### src/verilog/ises_cfg.svh
// Constants for the interrupt source status event aggregation block
`ifndef ISES_CFG_SVH
`define ISES_CFG_SVH

// ==========================================================================
// Register offsets
`define ISES_STATUS_ADDR 8'h00

// ==========================================================================
// Field positions in the interrupt source status register
`define ISES_BIT_BUF 5
`define ISES_BIT_OT 4
`define ISES_BIT_WT 3
`define ISES_BIT_ORIENT 2

// ==========================================================================
// Buffer mode select codes
`define ISES_BUF_MODE_OFF 2'h0
`define ISES_BUF_MODE_TRIG 2'h2

// ==========================================================================
// Reset values
`define ISES_FLAG_RESET 1'b0
`define ISES_STATUS_RESET 8'h00

`endif

### src/verilog/ises_pkg.sv
// Types for the interrupt source status event aggregation block
package ises_pkg;

  typedef logic [1:0] ises_buf_mode_t;

  // Index of each event flag in the flag vector
  typedef enum logic [1:0] {
    ISES_EV_OT = 2'b00,
    ISES_EV_WT = 2'b01,
    ISES_EV_ORIENT = 2'b10
  } ises_event_t;

endpackage

### src/verilog/ises_event_flag.sv
// One event flag: follows its condition, or latches until a clearing read
`include "ises_cfg.svh"

module ises_event_flag (
  input wire logic clk_in,
  input wire logic reset_in,
  input wire logic latch_enable_in,
  input wire logic condition_in,
  input wire logic clear_in,
  output logic flag_out
);

  // ========================================================================
  // Flag storage
  always_ff @(posedge clk_in) begin
    if (reset_in) begin
      flag_out <= `ISES_FLAG_RESET;
    end else if (latch_enable_in) begin
      // Set wins over a clear in the same cycle, so no event is lost
      flag_out <= (flag_out & ~clear_in) | condition_in;
    end else begin
      flag_out <= condition_in;
    end
  end

endmodule

### src/verilog/ises_top.sv
// Interrupt source status bits 5 to 2: buffer, threshold and orientation events
`include "ises_cfg.svh"

module ises_top
  import ises_pkg::*;
(
  input wire logic clk_in,
  input wire logic reset_in,
  input wire logic [1:0] buffer_mode_in,
  input wire logic buffer_watermark_flag_in,
  input wire logic buffer_overflow_flag_in,
  input wire logic buffer_gate_error_in,
  input wire logic buffer_int_enable_in,
  input wire logic buffer_int_route_in,
  input wire logic outside_threshold_condition_in,
  input wire logic within_threshold_condition_in,
  input wire logic outside_threshold_latch_enable_in,
  input wire logic within_threshold_latch_enable_in,
  input wire logic new_orientation_indicator_in,
  input wire logic orientation_change_in,
  input wire logic read_detector_source_one_in,
  input wire logic read_detector_source_two_in,
  input wire logic read_orientation_status_in,
  output logic [7:0] interrupt_source_status_out,
  output logic [1:0] buffer_status_out,
  output logic system_mode_gate_error_out,
  output logic outside_threshold_active_out,
  output logic within_threshold_active_out,
  output logic orientation_change_event_out,
  output logic interrupt_pin_one_out,
  output logic interrupt_pin_two_out
);

  // ========================================================================
  // Decoding helpers
  function automatic logic buf_enabled(input ises_buf_mode_t mode);
    buf_enabled = (mode != `ISES_BUF_MODE_OFF);
  endfunction

  function automatic logic buf_triggered(input ises_buf_mode_t mode);
    buf_triggered = (mode == `ISES_BUF_MODE_TRIG);
  endfunction

  // ========================================================================
  // Event flags: outside, within, orientation
  logic [2:0] latch_en;
  logic [2:0] cond;
  logic [2:0] clear;
  logic [2:0] flags;

  assign latch_en[ISES_EV_OT] = outside_threshold_latch_enable_in;
  assign latch_en[ISES_EV_WT] = within_threshold_latch_enable_in;
  // Orientation event always latches until its status read
  assign latch_en[ISES_EV_ORIENT] = 1'b1;
  assign cond[ISES_EV_OT] = outside_threshold_condition_in;
  assign cond[ISES_EV_WT] = within_threshold_condition_in;
  assign cond[ISES_EV_ORIENT] = new_orientation_indicator_in & orientation_change_in;
  assign clear[ISES_EV_OT] = read_detector_source_one_in;
  assign clear[ISES_EV_WT] = read_detector_source_two_in;
  assign clear[ISES_EV_ORIENT] = read_orientation_status_in;

  genvar gi;
  generate
    for (gi = 0; gi < 3; gi++) begin : g_flag
      ises_event_flag u_flag (
        .clk_in(clk_in),
        .reset_in(reset_in),
        .latch_enable_in(latch_en[gi]),
        .condition_in(cond[gi]),
        .clear_in(clear[gi]),
        .flag_out(flags[gi])
      );
    end
  endgenerate

  // ========================================================================
  // Buffer event summary
  logic buf_summary;
  logic next_buf_summary;

  // Watermark still reported in status, but a trigger must not interrupt
  assign next_buf_summary = buf_enabled(buffer_mode_in) &
    (buffer_overflow_flag_in | buffer_gate_error_in |
     (buffer_watermark_flag_in & ~buf_triggered(buffer_mode_in)));

  always_ff @(posedge clk_in) begin
    if (reset_in) begin
      buf_summary <= 1'b0;
    end else begin
      buf_summary <= next_buf_summary;
    end
  end

  // ========================================================================
  // Buffer and system mode status mirrors
  always_ff @(posedge clk_in) begin
    if (reset_in) begin
      buffer_status_out <= 2'h0;
      system_mode_gate_error_out <= 1'b0;
    end else begin
      buffer_status_out <= {buffer_overflow_flag_in, buffer_watermark_flag_in};
      system_mode_gate_error_out <= buffer_gate_error_in;
    end
  end

  // ========================================================================
  // External interrupt pins for the buffer event
  always_ff @(posedge clk_in) begin
    if (reset_in) begin
      interrupt_pin_one_out <= 1'b0;
      interrupt_pin_two_out <= 1'b0;
    end else begin
      interrupt_pin_one_out <= next_buf_summary & buffer_int_enable_in & ~buffer_int_route_in;
      interrupt_pin_two_out <= next_buf_summary & buffer_int_enable_in & buffer_int_route_in;
    end
  end

  // ========================================================================
  // Register image; owned bits come straight from flip-flops, unowned bits read zero
  always_comb begin
    interrupt_source_status_out = `ISES_STATUS_RESET;
    interrupt_source_status_out[`ISES_BIT_BUF] = buf_summary;
    interrupt_source_status_out[`ISES_BIT_OT] = flags[ISES_EV_OT];
    interrupt_source_status_out[`ISES_BIT_WT] = flags[ISES_EV_WT];
    interrupt_source_status_out[`ISES_BIT_ORIENT] = flags[ISES_EV_ORIENT];
  end

  assign outside_threshold_active_out = flags[ISES_EV_OT];
  assign within_threshold_active_out = flags[ISES_EV_WT];
  assign orientation_change_event_out = flags[ISES_EV_ORIENT];
endmodule

### config.mk
export PLATFORM = sky130hd
export DESIGN_NAME = ises_top
export DESIGN_NICKNAME = d
export VERILOG_FILES = /design/src/verilog/ises_pkg.sv /design/src/verilog/ises_event_flag.sv /design/src/verilog/ises_top.sv
export VERILOG_INCLUDE_DIRS = /design/src /design/src/verilog
export SDC_FILE = /design/constraint.sdc
export NUM_CORES = 1
export LEC_CHECK = 0
export BUFFER_PORTS_ARGS = -buffer_cell sky130_fd_sc_hd__buf_2
export CAP_MARGIN = 20
export CORE_AREA = 2 2 39 41
export DETAILED_ROUTE_END_ITERATION = 16
export DIE_AREA = 0 0 41 43
export SYNTH_ARGS = -nofsm -noshare
export SYNTH_HDL_FRONTEND = slang
export SYNTH_HIERARCHICAL = 1
export SYNTH_SLANG_ARGS = --single-unit
### constraint.sdc
create_clock -name clk_in -period 0.8 [get_ports clk_in]
set_input_delay 0.16 -clock clk_in [delete_from_list [all_inputs] [get_ports clk_in]]
set_output_delay 0.16 -clock clk_in [all_outputs]
set_load 0.03 [all_outputs]
==> metrics.yaml <==
status: "complete, but fails checks"
violations: "negative setup slack"
drv_cap: 0
placed_area_um2: 489
r2r_end: "g_flag[1].u_flag/flag_out"
cts_resized: 30
netlist_area_um2: 369
min_to: "interrupt_pin_one_out"
seq_area_um2: 191
min_period_ps: 899
path_cells: "buf_6"
pwr-share-comb: 0.228
grt_antenna_before_repair: 0
timing.final.ws_setup_ps: -99.3
cp_max_fo: 3
place_congestion: 0.673
htree_levels: 1
fp.dieW_um: 41
cts.sinks: 9
wl_um: 714
die_area_mm2: 0.00176
diodes: 0
leakage_nw: 0.294
initial_utilization: 0.267
hold_viol_final: 0
fillers: 146
drt_pass1_iterations: 1
path_clk_slew_ps: 60
multi_input_area_um2: 125
power.switching_uw: 300
crit_family: "flip-flops"
die_h_um: 43
clock_latency_ps: 250
crit_path_end_kind: "output pin"
yosysWarningCount: 6
viasPerCell: 3.95
seqPwrFrac: 0.458
grt_overflow_total: 0
rr_worst_depth: 2
grt_max_degree: 10
drt_iter0_drc: 0
hp-class: "in2reg"
synth_area_per_cell_um2: 9.46
pin_count: 34
skew_ps: 0
crit_slowest_cell: "dfxtp_2"
p_clk_frac: 0.314
clockRootBuffer: "clkbuf_4"
seq_area_frac_synth: 0.488
grt_pass1_vias: 291
ant_nets: 0
critPathRequiredTime_ps: 640
place_inst: 79
setup-tns-final_ps: -878
grtUsageTotal: 0.0915
wl_per_cell_um: 8.60
cpPeakStageDelay_ps: 350
netlist_instances: 39
p_int_uw: 776
cts_hold_buf: 0
start_kind: "register"
post_cts_buffers: 0
worstSetupPathType: "reg2out"
postLayoutCellArea_um2: 598
timing.final.crit_share: 1.12
final_common_cell: "buf_2"
port_buffers: 29
swShare: 0.279
tritoncts: "done"
cp.buffers_inverters: 1
ys_ff_latch: 9
worstPathArrival_ps: 740
p_per_area_mw_per_mm2: 1800
rsz0062_at_grt: "true"
fin_cells: 83
clockBufferDepth: 2
finalSetupViolations: 12
r2r_start: "g_flag[1].u_flag/flag_out"
synth_cell_types: 13
min_from: "buffer_int_route_in"
drv_slew: 0
mostFrequentLayoutCells: "buf_2, buf_6, dfxtp_2, conb_1"
final_nets: 86
drc_errors: 0
area_delta_synth_final_pct: 62.0
hold_path_depth: 2
ff2ff_setup_slack_ps: 130
num_rows: 14
fmax_mhz: 1110
drive_gt1_frac: 0.642
num_vias: 328
hold_slack_ps: 83.5
grt_pass1_wl_mm: 1.05
core_mm2: 0.00138
final_core_util: 0.432
numCtsBuffers: 3
vdd_drop_max_mv: 0.753
[state kept, by name (all words and copies together), names as in the netlist]
signal,count
buffer_status_out,2
interrupt_pin_one_out,1
buf_summary,1
system_mode_gate_error_out,1
interrupt_pin_two_out,1
g_flag.u_flag/flag_out,3
[layer usage]
metal	global-route usage	up-vias	share of wire
met2	0.150	26	0.46
met1	0.0906	133	0.37
met3	0.0314	0	0.16
met5	0	-	0
li1	-	169	-
met4	0.0600	0	0
[worst max-delay path by stage]
stage,from,end,slack (ps),depth (start not counted)
after floorplan,g_flag[2].u_flag/flag_out,interrupt_source_status_out[2],40,1
after global placement,buffer_gate_error_in,interrupt_pin_two_out,20,3
after detailed placement,buffer_gate_error_in,interrupt_pin_two_out,5,3
after CTS,g_flag[0].u_flag/flag_out,outside_threshold_active_out,-110,1
after global routing,g_flag[1].u_flag/flag_out,interrupt_source_status_out[3],-140,1
final,g_flag[1].u_flag/flag_out,interrupt_source_status_out[3],-100,1
[cell type report]
type                    count  area share
repair buffers             29       0.368
well taps                  16      0.0335
multi-input cells          21       0.209
clock buffers               4      0.0439
inverters                   4      0.0251
flip-flops and latches      9       0.320
[cell families after synthesis]
family                 after synthesis  synth area share
AO/OA/AOI/OAI                        7             0.132
buffers and inverters               12             0.203
flip-flops                           9             0.488
other                                2            0.0203
AND/OR/NAND/NOR                      9             0.156
[power by group through the flow]
stage	clock [mW]	combinational (mW)	sequential [mW]
floorplan	0	0.115	0.535
global placement	0	0.208	0.492
detailed placement	0	0.208	0.493
CTS	0.356	0.246	0.494
global route	0.374	0.266	0.496
finish	0.338	0.245	0.493
[Yosys cell counts (all sizes together)]
cell type	number	area, um2
nand3b	3	22.5
o22ai	1	6.26
and2	1	6.26
a21oi	4	20.0
inv	4	15.0
nand2	2	10.0
dfxtp	9	180
conb	2	7.51
a211oi	1	7.51
nor2b	3	18.8
buf	8	60.1
a2111oi	1	15.0
[worst register-to-register path: cells and delay by family (launching register included)]
kind / cells / cell delay, ps
AO/OA/AOI/OAI: 1 / 150
AND/OR/NAND/NOR: 1 / 90
flip-flops: 1 / 350
[metrics by stage]
step           worst slack (ps)  power [mW]
2_1_floorplan              44.3       0.650
3_3_place_gp               16.8       0.700
3_5_place_dp               4.94       0.701
4_1_cts                    -106        1.10
5_1_grt                    -139        1.14
6_report                  -99.3        1.08
Note: power is estimated with default switching activity, not from simulation.
